<file path="config.mk">
export PLATFORM = sky130hd
export DESIGN_NAME = ldcr_config_bank
export DESIGN_NICKNAME = d
export VERILOG_FILES = /design/src/verilog/ldcr_pkg.sv /design/src/verilog/ldcr_config_bank.sv
export VERILOG_INCLUDE_DIRS = /design/src /design/src/verilog
export SDC_FILE = /design/constraint.sdc
export NUM_CORES = 1
export LEC_CHECK = 0
export BUFFER_PORTS_ARGS = -buffer_cell sky130_fd_sc_hd__buf_2
export CORE_MARGIN = 1.5
export CORE_UTILIZATION = 35
export DETAILED_ROUTE_END_ITERATION = 10
export GPL_TIMING_DRIVEN = 0
export SLEW_MARGIN = 20
export SYNTH_ARGS = -nofsm -noshare
export SYNTH_HDL_FRONTEND = slang
export SYNTH_HIERARCHICAL = 1
export SYNTH_SLANG_ARGS = --single-unit
</file>
<file path="constraint.sdc">
create_clock -name clk -period 1.2 [get_ports clk]
set_input_delay 0.24 -clock clk [delete_from_list [all_inputs] [get_ports clk]]
set_output_delay 0.24 -clock clk [all_outputs]
set_load 0.01 [all_outputs]
</file>
<file path="src/verilog/ldcr_defines.svh">
// offsets, field positions, reset values and write masks of the logical device configuration bank
`ifndef LDCR_DEFINES_SVH
`define LDCR_DEFINES_SVH

// ----------------------------------------
// logical device numbers (upper address byte)
// ----------------------------------------
`define LDCR_LDN_FLOPPY        8'h00
`define LDCR_LDN_PARALLEL      8'h03
`define LDCR_LDN_SERIAL_ONE    8'h04

// ----------------------------------------
// register indices (lower address byte)
// ----------------------------------------
`define LDCR_IDX_PP_MODE       8'hf0
`define LDCR_IDX_SP1_MODE      8'hf0
`define LDCR_IDX_PP_SHADOW     8'hf1
`define LDCR_IDX_DRV0          8'hf4
`define LDCR_IDX_DRV1          8'hf5

// ----------------------------------------
// reset values
// ----------------------------------------
`define LDCR_RST_PP_MODE       8'h3c
`define LDCR_RST_SP1_MODE      8'h00
`define LDCR_RST_PP_SHADOW     8'h00
`define LDCR_RST_FDD           8'h00

// ----------------------------------------
// bits that store a value; all others read zero
// ----------------------------------------
`define LDCR_WMASK_PP_MODE     8'hff
`define LDCR_WMASK_SP1_MODE    8'h03
`define LDCR_WMASK_PP_SHADOW   8'hbf
`define LDCR_WMASK_FDD         8'h5b

// ----------------------------------------
// field positions
// ----------------------------------------
`define LDCR_FDD_TYPE_LSB      0
`define LDCR_FDD_RATE_LSB      3
`define LDCR_FDD_PRECOMP_OFF   6
`define LDCR_PP_MODE_LSB       0
`define LDCR_PP_THRESH_LSB     3
`define LDCR_PP_IRQ_PULSE      7
`define LDCR_SH_DMA_LSB        0
`define LDCR_SH_IRQ_LSB        3
`define LDCR_SH_TMO_POLICY     7
`define LDCR_SP1_MIDI          0
`define LDCR_SP1_HSPEED        1

`endif

</file>
<file path="src/verilog/ldcr_pkg.sv">
// types shared by the logical device configuration bank
package ldcr_pkg;

	typedef enum logic [2:0] {
		LDCR_PP_SPP       = 3'b000,
		LDCR_PP_EPP19_SPP = 3'b001,
		LDCR_PP_ECP       = 3'b010,
		LDCR_PP_ECP_EPP19 = 3'b011,
		LDCR_PP_PRINTER   = 3'b100,
		LDCR_PP_EPP17_SPP = 3'b101,
		LDCR_PP_RSVD      = 3'b110,
		LDCR_PP_ECP_EPP17 = 3'b111
	} ldcr_pp_mode_e;

	typedef struct packed {
		logic [1:0] drive_type_select;
		logic [1:0] rate_table_select;
		logic       precomp_enable;
	} ldcr_drive_cfg_s;

	typedef struct packed {
		ldcr_pp_mode_e mode;
		logic [3:0]    fifo_threshold;
		logic          irq_pulsed;
		logic [2:0]    dma_select;
		logic [2:0]    irq_select;
		logic          timeout_by_write;
	} ldcr_pp_cfg_s;

	typedef struct packed {
		logic midi_enable;
		logic high_speed;
	} ldcr_sp1_cfg_s;

endpackage

</file>
<file path="src/verilog/ldcr_config_bank.sv">
// logical device configuration bank: floppy, parallel port and serial port one options
//
// Summary of operation
// first drive options: type select bits 1:0
// bits 4:3 select data rate table
// drive options bits 2,5,7 read zero
// bit 6 set disables write precompensation
// second drive options at next index
// parallel mode bits 2:0 pick port mode
// bits 6:3 hold FIFO threshold, default 0111
// interrupt type: pulse low or follow acknowledge
// interrupt type ignored in printer/standard modes
// shadow bits 2:0 select DMA channel
// shadow bits 5:3 route parallel interrupt
// shadow bit 6 ignores writes, reads zero
// policy zero: timeout clears after status read
// policy one: timeout clears on written one
// config-B readback hides policy, shows DMA/IRQ
// serial bit 0 enables MIDI
// serial bit 1 enables high speed
// host writes zero to serial bits 6:2
// only hard reset restores defaults
// read-only and reserved bits ignore writes
`timescale 1ns/1ps
`include "ldcr_defines.svh"

module ldcr_config_bank (
	// clock and hard reset
	input  wire logic                   clk,
	input  wire logic                   rstn,
	// register port: {logical device, index}
	input  wire logic [15:0]            addr,
	input  wire logic [7:0]             wdata,
	input  wire logic                   wr,
	input  wire logic                   rd,
	output logic      [7:0]             rdata,
	// decoded configuration
	output ldcr_pkg::ldcr_drive_cfg_s   first_drive_options,
	output ldcr_pkg::ldcr_drive_cfg_s   second_drive_options,
	output ldcr_pkg::ldcr_pp_cfg_s      pp_cfg,
	output ldcr_pkg::ldcr_sp1_cfg_s     sp1_cfg,
	output logic      [7:0]             port_config_b_readback,
	// parallel port interrupt pin
	input  wire logic                   ack_n,
	input  wire logic                   pp_irq_event,
	output logic                        pp_irq_out,
	output logic                        pp_irq_oe_n,
	// epp status timeout flag
	input  wire logic                   epp_timeout_set,
	input  wire logic                   epp_status_read_done,
	input  wire logic                   epp_timeout_write_one,
	output logic                        epp_timeout
);

	// ----------------------------------------
	// register state
	// ----------------------------------------
	logic [7:0] drv0_r;
	logic [7:0] drv1_r;
	logic [7:0] ppm_r;
	logic [7:0] shd_r;
	logic [7:0] sp1_r;
	logic [7:0] rdata_r, rdata_nxt;
	logic       we_drv0;
	logic       we_drv1;
	logic       we_ppm;
	logic       we_shd;
	logic       we_sp1;

	logic [7:0] ldn;
	logic [7:0] idx;
	logic       hit_drv0;
	logic       hit_drv1;
	logic       hit_ppm;
	logic       hit_shd;
	logic       hit_sp1;

	assign ldn      = addr[15:8];
	assign idx      = addr[7:0];

	// one flag per mapped {logical device, index} pair
	always_comb begin
		hit_drv0 = 1'b0;
		hit_drv1 = 1'b0;
		hit_ppm  = 1'b0;
		hit_shd  = 1'b0;
		hit_sp1  = 1'b0;
		case (ldn)
			`LDCR_LDN_FLOPPY: begin
				hit_drv0 = (idx == `LDCR_IDX_DRV0);
				hit_drv1 = (idx == `LDCR_IDX_DRV1);
			end
			`LDCR_LDN_PARALLEL: begin
				hit_ppm = (idx == `LDCR_IDX_PP_MODE);
				hit_shd = (idx == `LDCR_IDX_PP_SHADOW);
			end
			`LDCR_LDN_SERIAL_ONE: begin
				hit_sp1 = (idx == `LDCR_IDX_SP1_MODE);
			end
			default: begin
				// other logical devices own no register in this bank
			end
		endcase
	end

	assign we_drv0 = wr && hit_drv0;
	assign we_drv1 = wr && hit_drv1;
	assign we_ppm  = wr && hit_ppm;
	assign we_shd  = wr && hit_shd;
	assign we_sp1  = wr && hit_sp1;

	// ----------------------------------------
	// register storage
	// ----------------------------------------
	ldcr_cfg_reg #(
		.WIDTH (8),
		.RESET (`LDCR_RST_FDD),
		.WMASK (`LDCR_WMASK_FDD)
	) u_drv0 (
		.clk   (clk),
		.rstn  (rstn),
		.we    (we_drv0),
		.wdata (wdata),
		.q     (drv0_r)
	);

	ldcr_cfg_reg #(
		.WIDTH (8),
		.RESET (`LDCR_RST_FDD),
		.WMASK (`LDCR_WMASK_FDD)
	) u_drv1 (
		.clk   (clk),
		.rstn  (rstn),
		.we    (we_drv1),
		.wdata (wdata),
		.q     (drv1_r)
	);

	ldcr_cfg_reg #(
		.WIDTH (8),
		.RESET (`LDCR_RST_PP_MODE),
		.WMASK (`LDCR_WMASK_PP_MODE)
	) u_ppm (
		.clk   (clk),
		.rstn  (rstn),
		.we    (we_ppm),
		.wdata (wdata),
		.q     (ppm_r)
	);

	ldcr_cfg_reg #(
		.WIDTH (8),
		.RESET (`LDCR_RST_PP_SHADOW),
		.WMASK (`LDCR_WMASK_PP_SHADOW)
	) u_shd (
		.clk   (clk),
		.rstn  (rstn),
		.we    (we_shd),
		.wdata (wdata),
		.q     (shd_r)
	);

	ldcr_cfg_reg #(
		.WIDTH (8),
		.RESET (`LDCR_RST_SP1_MODE),
		.WMASK (`LDCR_WMASK_SP1_MODE)
	) u_sp1 (
		.clk   (clk),
		.rstn  (rstn),
		.we    (we_sp1),
		.wdata (wdata),
		.q     (sp1_r)
	);

	// ----------------------------------------
	// read mux
	// ----------------------------------------
	always_comb begin
		rdata_nxt = 8'h00;
		// unmapped addresses read zero
		if (rd) begin
			if (hit_drv0)
				rdata_nxt = drv0_r;
			else if (hit_drv1)
				rdata_nxt = drv1_r;
			else if (hit_ppm)
				rdata_nxt = ppm_r;
			else if (hit_shd)
				rdata_nxt = shd_r;
			else if (hit_sp1)
				rdata_nxt = sp1_r;
			else
				rdata_nxt = 8'h00;
		end
	end

	// read data stands one cycle, then drops back to zero
	always_ff @(posedge clk or negedge rstn) begin
		if (!rstn)
			rdata_r <= 8'h00;
		else
			rdata_r <= rdata_nxt;
	end

	assign rdata = rdata_r;

	// ----------------------------------------
	// decoded configuration
	// ----------------------------------------
	assign first_drive_options.drive_type_select  = drv0_r[`LDCR_FDD_TYPE_LSB +: 2];
	assign first_drive_options.rate_table_select  = drv0_r[`LDCR_FDD_RATE_LSB +: 2];
	assign first_drive_options.precomp_enable     = ~drv0_r[`LDCR_FDD_PRECOMP_OFF];
	assign second_drive_options.drive_type_select = drv1_r[`LDCR_FDD_TYPE_LSB +: 2];
	assign second_drive_options.rate_table_select = drv1_r[`LDCR_FDD_RATE_LSB +: 2];
	assign second_drive_options.precomp_enable    = ~drv1_r[`LDCR_FDD_PRECOMP_OFF];

	assign pp_cfg.mode             = ldcr_pkg::ldcr_pp_mode_e'(ppm_r[`LDCR_PP_MODE_LSB +: 3]);
	assign pp_cfg.fifo_threshold   = ppm_r[`LDCR_PP_THRESH_LSB +: 4];
	assign pp_cfg.irq_pulsed       = ppm_r[`LDCR_PP_IRQ_PULSE];
	assign pp_cfg.dma_select       = shd_r[`LDCR_SH_DMA_LSB +: 3];
	assign pp_cfg.irq_select       = shd_r[`LDCR_SH_IRQ_LSB +: 3];
	assign pp_cfg.timeout_by_write = shd_r[`LDCR_SH_TMO_POLICY];

	assign sp1_cfg.midi_enable = sp1_r[`LDCR_SP1_MIDI];
	assign sp1_cfg.high_speed  = sp1_r[`LDCR_SP1_HSPEED];

	// policy bit and reserved bit 6 never show in the readback
	assign port_config_b_readback = {2'b00, shd_r[`LDCR_SH_IRQ_LSB +: 3], shd_r[`LDCR_SH_DMA_LSB +: 3]};

	// ----------------------------------------
	// parallel port interrupt pin
	// ----------------------------------------
	logic irq_out_r, irq_out_nxt;
	logic irq_oe_n_r, irq_oe_n_nxt;
	logic basic_mode;
	logic pulse_style;

	// only printer and standard modes ignore the type bit; reserved 110 honours it
	always_comb begin
		case (pp_cfg.mode)
			ldcr_pkg::LDCR_PP_PRINTER:   basic_mode = 1'b1;
			ldcr_pkg::LDCR_PP_SPP:       basic_mode = 1'b1;
			ldcr_pkg::LDCR_PP_EPP19_SPP: basic_mode = 1'b0;
			ldcr_pkg::LDCR_PP_ECP:       basic_mode = 1'b0;
			ldcr_pkg::LDCR_PP_ECP_EPP19: basic_mode = 1'b0;
			ldcr_pkg::LDCR_PP_EPP17_SPP: basic_mode = 1'b0;
			ldcr_pkg::LDCR_PP_RSVD:      basic_mode = 1'b0;
			ldcr_pkg::LDCR_PP_ECP_EPP17: basic_mode = 1'b0;
			default:                     basic_mode = 1'b0;
		endcase
	end

	assign pulse_style = pp_cfg.irq_pulsed && !basic_mode;

	always_comb begin
		irq_out_nxt  = ack_n;
		irq_oe_n_nxt = 1'b0;
		if (pulse_style) begin
			// one-cycle low drive per event, then let go of the line
			irq_out_nxt  = 1'b0;
			irq_oe_n_nxt = ~pp_irq_event;
		end
	end

	always_ff @(posedge clk or negedge rstn) begin
		if (!rstn) begin
			irq_out_r  <= 1'b1;
			irq_oe_n_r <= 1'b1;
		end else begin
			irq_out_r  <= irq_out_nxt;
			irq_oe_n_r <= irq_oe_n_nxt;
		end
	end

	assign pp_irq_out  = irq_out_r;
	assign pp_irq_oe_n = irq_oe_n_r;

	// ----------------------------------------
	// epp timeout flag
	// ----------------------------------------
	logic tmo_r, tmo_nxt;
	logic tmo_clear;

	assign tmo_clear = pp_cfg.timeout_by_write ? epp_timeout_write_one
	                                            : epp_status_read_done;

	always_comb begin
		tmo_nxt = tmo_r;
		if (tmo_clear)
			tmo_nxt = 1'b0;
		// a new timeout in the clearing cycle is kept
		if (epp_timeout_set)
			tmo_nxt = 1'b1;
	end

	always_ff @(posedge clk or negedge rstn) begin
		if (!rstn)
			tmo_r <= 1'b0;
		else
			tmo_r <= tmo_nxt;
	end

	assign epp_timeout = tmo_r;

endmodule

// ----------------------------------------
// one masked configuration register
// ----------------------------------------
module ldcr_cfg_reg #(
	parameter int               WIDTH = 8,
	parameter logic [WIDTH-1:0] RESET = '0,
	parameter logic [WIDTH-1:0] WMASK = '1
) (
	// clock and hard reset
	input  wire logic             clk,
	input  wire logic             rstn,
	// write request
	input  wire logic             we,
	input  wire logic [WIDTH-1:0] wdata,
	// stored value
	output logic      [WIDTH-1:0] q
);

	logic [WIDTH-1:0] val_r, val_nxt;

	always_comb begin
		val_nxt = val_r;
		// masked bits never store, so reads need no second mask
		if (we)
			val_nxt = wdata & WMASK;
	end

	// rstn is the hard reset; soft resets do not reach this bank
	always_ff @(posedge clk or negedge rstn) begin
		if (!rstn)
			val_r <= RESET;
		else
			val_r <= val_nxt;
	end

	assign q = val_r;

endmodule

</file>
# Yosys cells after proc, flatten, opt, wreduce, memory -nomap -nowiden
# Memories as Yosys holds them, arrays and structs flattened.
# Index checks and enable logic that the tools add are counted.
dict set report word_totals {
  regBits 38
  input_bits 33
  ramBits 0
  latch_bits 0
  rom_bits 8
  out_inout_bits 46
  mem_count 1
}
# name words word_bits read_ports rd_ports_with_merged_regs write_ports line_no
set mem_list {}
lappend mem_list {{(no name shown)} 8 1 1 0 0 ldcr_config_bank.sv:240} ;# case (pp_cfg.mode)
dict set report op_classes {
  n_lt_le_gt_ge 0
  muxes 16
  bitwise 3
  addsub 0
  shift 0
  n_reduce_logical 9
  div 0
  eq_ne 6
  n_mul 0
}
# cell n
set ops {}
lappend ops {{two-way mux 8 bit} 5}
lappend ops {{== test 8 bit, second input constant} 4}
lappend ops {{two-way mux 1 bit} 10}
lappend ops {{== test 8 x 2 -> 1 bit, second input constant} 1}
lappend ops {{== test 8 x 3 -> 1 bit, second input constant} 1}
lappend ops {{zero test 8 bit} 1}
lappend ops {{logical AND 1 bit} 6}
lappend ops {{inverter 1 bit} 3}
lappend ops {{two-way mux 2 bit} 1}
lappend ops {{nonzero test 2 bit} 1}
lappend ops {{zero test 1 bit} 1}

# Logic depth before layout (Yosys ltp)
dict set report logic_depth {
  depth_word 8
  mapped_depth 6
  ltp_nobuf 5
}

# By module
# Netlist, hierarchy kept.
# module instances cells_per_inst area_per_inst_um2
set by_module_without_submodules {}
lappend by_module_without_submodules {ldcr_config_bank 1 105 928.4}
lappend by_module_without_submodules {{ldcr_cfg_reg at u_drv0 ...} 2 14 207.7}
lappend by_module_without_submodules {{ldcr_cfg_reg at u_ppm} 1 17 336.6}
lappend by_module_without_submodules {{ldcr_cfg_reg at u_shd} 1 17 302.8}
lappend by_module_without_submodules {{ldcr_cfg_reg at u_sp1} 1 11 121.4}

# Worst setup path before layout
# Ideal clock, no wire load.
dict set report synth_timing {
  path_type {input port to flip-flop}
  from {input addr[11]}
  to {register u_drv1.val_r[0], in the netlist u_drv1/q[0]}
  n_path_buf 0
  arrival_ns 2.060
  path_stages 4
  slack_ns -0.985
  setup_time_ns 0.125
  path_cell_list {or4_4 -> or4_4 -> nor3_1 -> mux2_2}
}
dict set report synth_via {
  elab_chain_cells 3
}
# item line_no
set synth_rtl {}
lappend synth_rtl {{start, declared} ldcr_config_bank.sv:32} ;# input wire logic [15:0] addr,
lappend synth_rtl {{zero test 8 bit} ldcr_config_bank.sv:88} ;# case (ldn)
lappend synth_rtl {{two-way mux 1 bit} ldcr_config_bank.sv:88}
lappend synth_rtl {{logical AND 1 bit} ldcr_config_bank.sv:107} ;# assign we_drv1 = wr && hit_drv1;
lappend synth_rtl {{named net we_drv1} ldcr_config_bank.sv:65} ;# logic we_drv1;
lappend synth_rtl {{end signal, assigned} ldcr_config_bank.sv:339} ;# val_r <= val_nxt;
lappend synth_rtl {{end, declared} ldcr_config_bank.sv:325} ;# logic [WIDTH-1:0] val_r, val_nxt;
# The timed path passes the listed nets, and every way through them passes these cells.
# A chain may end at the register's enable or synchronous reset.

# Worst setup path after layout
dict set report layout_timing {
  from {input addr[11]}
  to {register u_shd.val_r[5], in the netlist u_shd/q[5]}
}
dict set report layout_via {
  elab_chain_cells 3
}
# item line_no
set layout_rtl {}
lappend layout_rtl {{== test 8 x 2 -> 1 bit} ldcr_config_bank.sv:88}
lappend layout_rtl {{two-way mux 1 bit} ldcr_config_bank.sv:88}
lappend layout_rtl {{logical AND 1 bit} ldcr_config_bank.sv:109} ;# assign we_shd = wr && hit_shd;
lappend layout_rtl {{named net we_shd} ldcr_config_bank.sv:67} ;# logic we_shd;
lappend layout_rtl {{end signal, assigned} ldcr_config_bank.sv:339}
lappend layout_rtl {{end, declared} ldcr_config_bank.sv:325}
# The timed path passes the listed nets, and every way through them passes these cells.

==> impl_metrics.env <==
export IMPL_synth_edf_count=0
export IMPL_crit_fanout=7
export IMPL_instances_no_fill=358
export IMPL_via_count=1615
export IMPL_synthArstFlopShare=1.00
export IMPL_antenna_left=0
export IMPL_antenna_cells=0
export IMPL_hold_viol=0
export IMPL_crit_family="simple AND/OR/NAND/NOR gates"
export IMPL_cp_num_buf_inv=2
export IMPL_firstDrtPassIters=4
export IMPL_clk_latency_ps=290
export IMPL_ir_drop_uv=494
export IMPL_gr_total_overflow=0
export IMPL_antenna_found_initial=0
export IMPL_power_mw=2.43
export IMPL_final_util=0.514
export IMPL_path_clk_slew_ps=70
export IMPL_wl_um=5080
export IMPL_die_w_um=80.5
export IMPL_dieArea_um2=6490
export IMPL_root_buffer="clkbuf_8"
export IMPL_syn2layout_area_growth_pct=43.0
export IMPL_preCtsSetupSlack_ps=-1070
export IMPL_skew_ps=7.97
export IMPL_syn_area_um2=2100
export IMPL_path_cells="buf_6, or4_4, or4_4, nor3_2, buf_6, mux2_4"
export IMPL_htreeDepth=2
export IMPL_critical_path_class="in -> reg"
export IMPL_routedWlPerCell_um=14.2
export IMPL_grt_pass1_vias=1576
export IMPL_critPathLaunchType="primary input"
export IMPL_placementRows=28
export IMPL_post_synth_num_cell_types=36
export IMPL_setup_ws_ps=-672
export IMPL_synth_ff_type="dfrtp_1"
export IMPL_die_y_um=80.5
export IMPL_initial_core_util=0.360
export IMPL_slew_violations=0
export IMPL_fin_crit_ps=1870
export IMPL_portBuffers=76
export IMPL_place_inst=339
export IMPL_viasPerCell=4.51
export IMPL_ys_ff_latch=38
export IMPL_seq_area_frac_synth=0.455
export IMPL_clockBufferDepth=2
export IMPL_power_density_nw_per_um2=807
export IMPL_synthCells=178
export IMPL_outcome="finished, violations left"
export IMPL_slew_headroom=0.447
export IMPL_clock_sinks=38
export IMPL_fin_crit_sh=1.56
export IMPL_core_area_um2=5850
export IMPL_drt_iter0_markers=46
export IMPL_setup_violations=35
export IMPL_fill_cells=559
export IMPL_grt_usage=0.165
export IMPL_drv_cap=0
export IMPL_gp_congestion=0.697
export IMPL_fmax_mhz=534
export IMPL_top_level_ports=79
export IMPL_grt_max_degree=39
export IMPL_worstMarginPinSlew_ps=829
export IMPL_nets=315
export IMPL_leakagePower_nw=1.55
export IMPL_cp_slowest_cell="or4_4"
export IMPL_violations="setup timing"
export IMPL_place_hpwl_um=3450
export IMPL_worstPathArrival_ps=2050
export IMPL_avgSynthCellArea_um2=11.8
export IMPL_endpoint_kind="flip-flop"
export IMPL_hold_class="in -> async"
export IMPL_rsz0062_at_grt="true"
export IMPL_layout_drive_gt1_share=0.608
export IMPL_grt_pass1_wl_um=8000
export IMPL_cts_tree="built"
export IMPL_cp_required_ps=1380
export IMPL_yosys_warnings=6
export IMPL_whs_ps=45.0
export IMPL_drcViolationCount=0
export IMPL_cts_buffers_inserted=5
export IMPL_reg2reg_slack_ps=20
export IMPL_cp_slowest_stage_delay_ps=530
==> repair_timing <==
| item | 4_1_cts | 5_1_grt |
|---|---|---|
| setup endpoints to repair | 45 | 45 |
| hold buffers | 0 | 0 |
| setup buffers | 14 | 3 |
| pin swaps | 7 | 2 |
| gates resized for setup | 24 | 12 |
| endpoints found under the hold margin | 0 | 0 |
==> cells by family after synthesis <==
family                 after synthesis  share of synthesized area
AND/OR/NAND/NOR                     36                     0.0975
flip-flops                          38                      0.455
multiplexers                        36                      0.214
buffers and inverters               37                      0.133
other                                5                    0.00892
AO/OA/AOI/OAI                       26                     0.0916
==> cell usage after synthesis, types with 2 or more instances <==
master / number / area [um2]
dfrtp_1: 32 / 801
buf_4: 21 / 158
a21oi_1: 7 / 35.0
buf_6: 4 / 45.0
nand2_1: 8 / 30.0
nor3_1: 2 / 10.0
conb_1: 5 / 18.8
a221oi_1: 4 / 35.0
and3_1: 2 / 12.5
o311a_1: 3 / 30.0
dfstp_2: 6 / 158
inv_1: 8 / 30.0
mux2_4: 15 / 225
or4_4: 2 / 22.5
o221ai_1: 3 / 26.3
o21a_1: 5 / 37.5
mux2_2: 12 / 135
nor2_1: 12 / 45.0
clkbuf_8: 2 / 27.5
mux2i_1: 9 / 90.1
==> registers in the layout (all words and copies together) (netlist names) <==
name         count
rdata            8
u_ppm/q          8
u_shd/q          7
u_drv0/q         5
u_drv1/q         5
u_sp1/q          2
epp_timeout      1
pp_irq_oe_n      1
pp_irq_out       1
==> routing by layer <==
layer,vias to the layer above,track usage,share of wire
met5,-,0,0
met4,0,0.0466,0.015
met3,8,0.0432,0.063
met2,52,0.275,0.49
met1,758,0.209,0.43
li1,797,-,-
==> metrics by stage <==
stage	area [um2]	TNS, ps
6_report	3010	-21120
2_1_floorplan	2180	-22460
3_5_place_dp	2650	-33300
5_1_grt	3010	-22330
3_3_place_gp	2650	-32770
4_1_cts	2980	-19870
==> area by class of cell <==
type                            instances  area (um2)  share of cell area
Buffer                                 23         200              0.0665
Clock buffer                            6        82.6              0.0274
Clock inverter                          2        12.5             0.00416
Inverter                                8        30.0             0.00998
Multi-Input combinational cell        113        1020               0.341
Sequential cell                        38         958               0.319
Tap cell                               75        93.8              0.0312
Timing Repair Buffer                   93         607               0.202
==> power breakdown <==
part | internal [mW] | switching (mW)
combinational | 0.107 | 0.117
clock | 0.462 | 0.457
sequential | 1.29 | 0.00146
==> worst reg2reg max path, delay by kind of cell, from the launching register on <==
kind | cells | cell delay (ps)
DFF | 1 | 540
AOI/OAI and AO/OA | 2 | 410
buffers and inverters | 1 | 110
muxes | 1 | 60
==> layout by cell type (no fill, tap or decap), types with 4 or more instances in the layout <==
master / synthesis / layout
nand2_1: 8 / 8
mux2i_1: 9 / 9
dfstp_2: 6 / 6
clkbuf_8: 2 / 8
nor2_1: 12 / 10
buf_4: 21 / 29
inv_1: 8 / 8
dfrtp_1: 32 / 32
a221oi_2: 0 / 4
conb_1: 5 / 15
a21oi_1: 7 / 7
buf_2: 0 / 64
mux2_4: 15 / 27
buf_6: 4 / 18
o21a_1: 5 / 5
==> worst paths after layout <==
path,startpoint,endpoint,depth (start not counted)
setup / recovery,addr[11],u_shd/q[5],6
hold / removal,rstn,u_shd/q[5],1
setup reg to reg,u_ppm/q[5],rdata[5],4
hold reg to reg,epp_timeout,epp_timeout,1
max in group asynchronous,rstn,rdata[4],1
min in group clk,pp_irq_event,pp_irq_oe_n,2
Note: power is estimated with default switching activity, not from simulation.
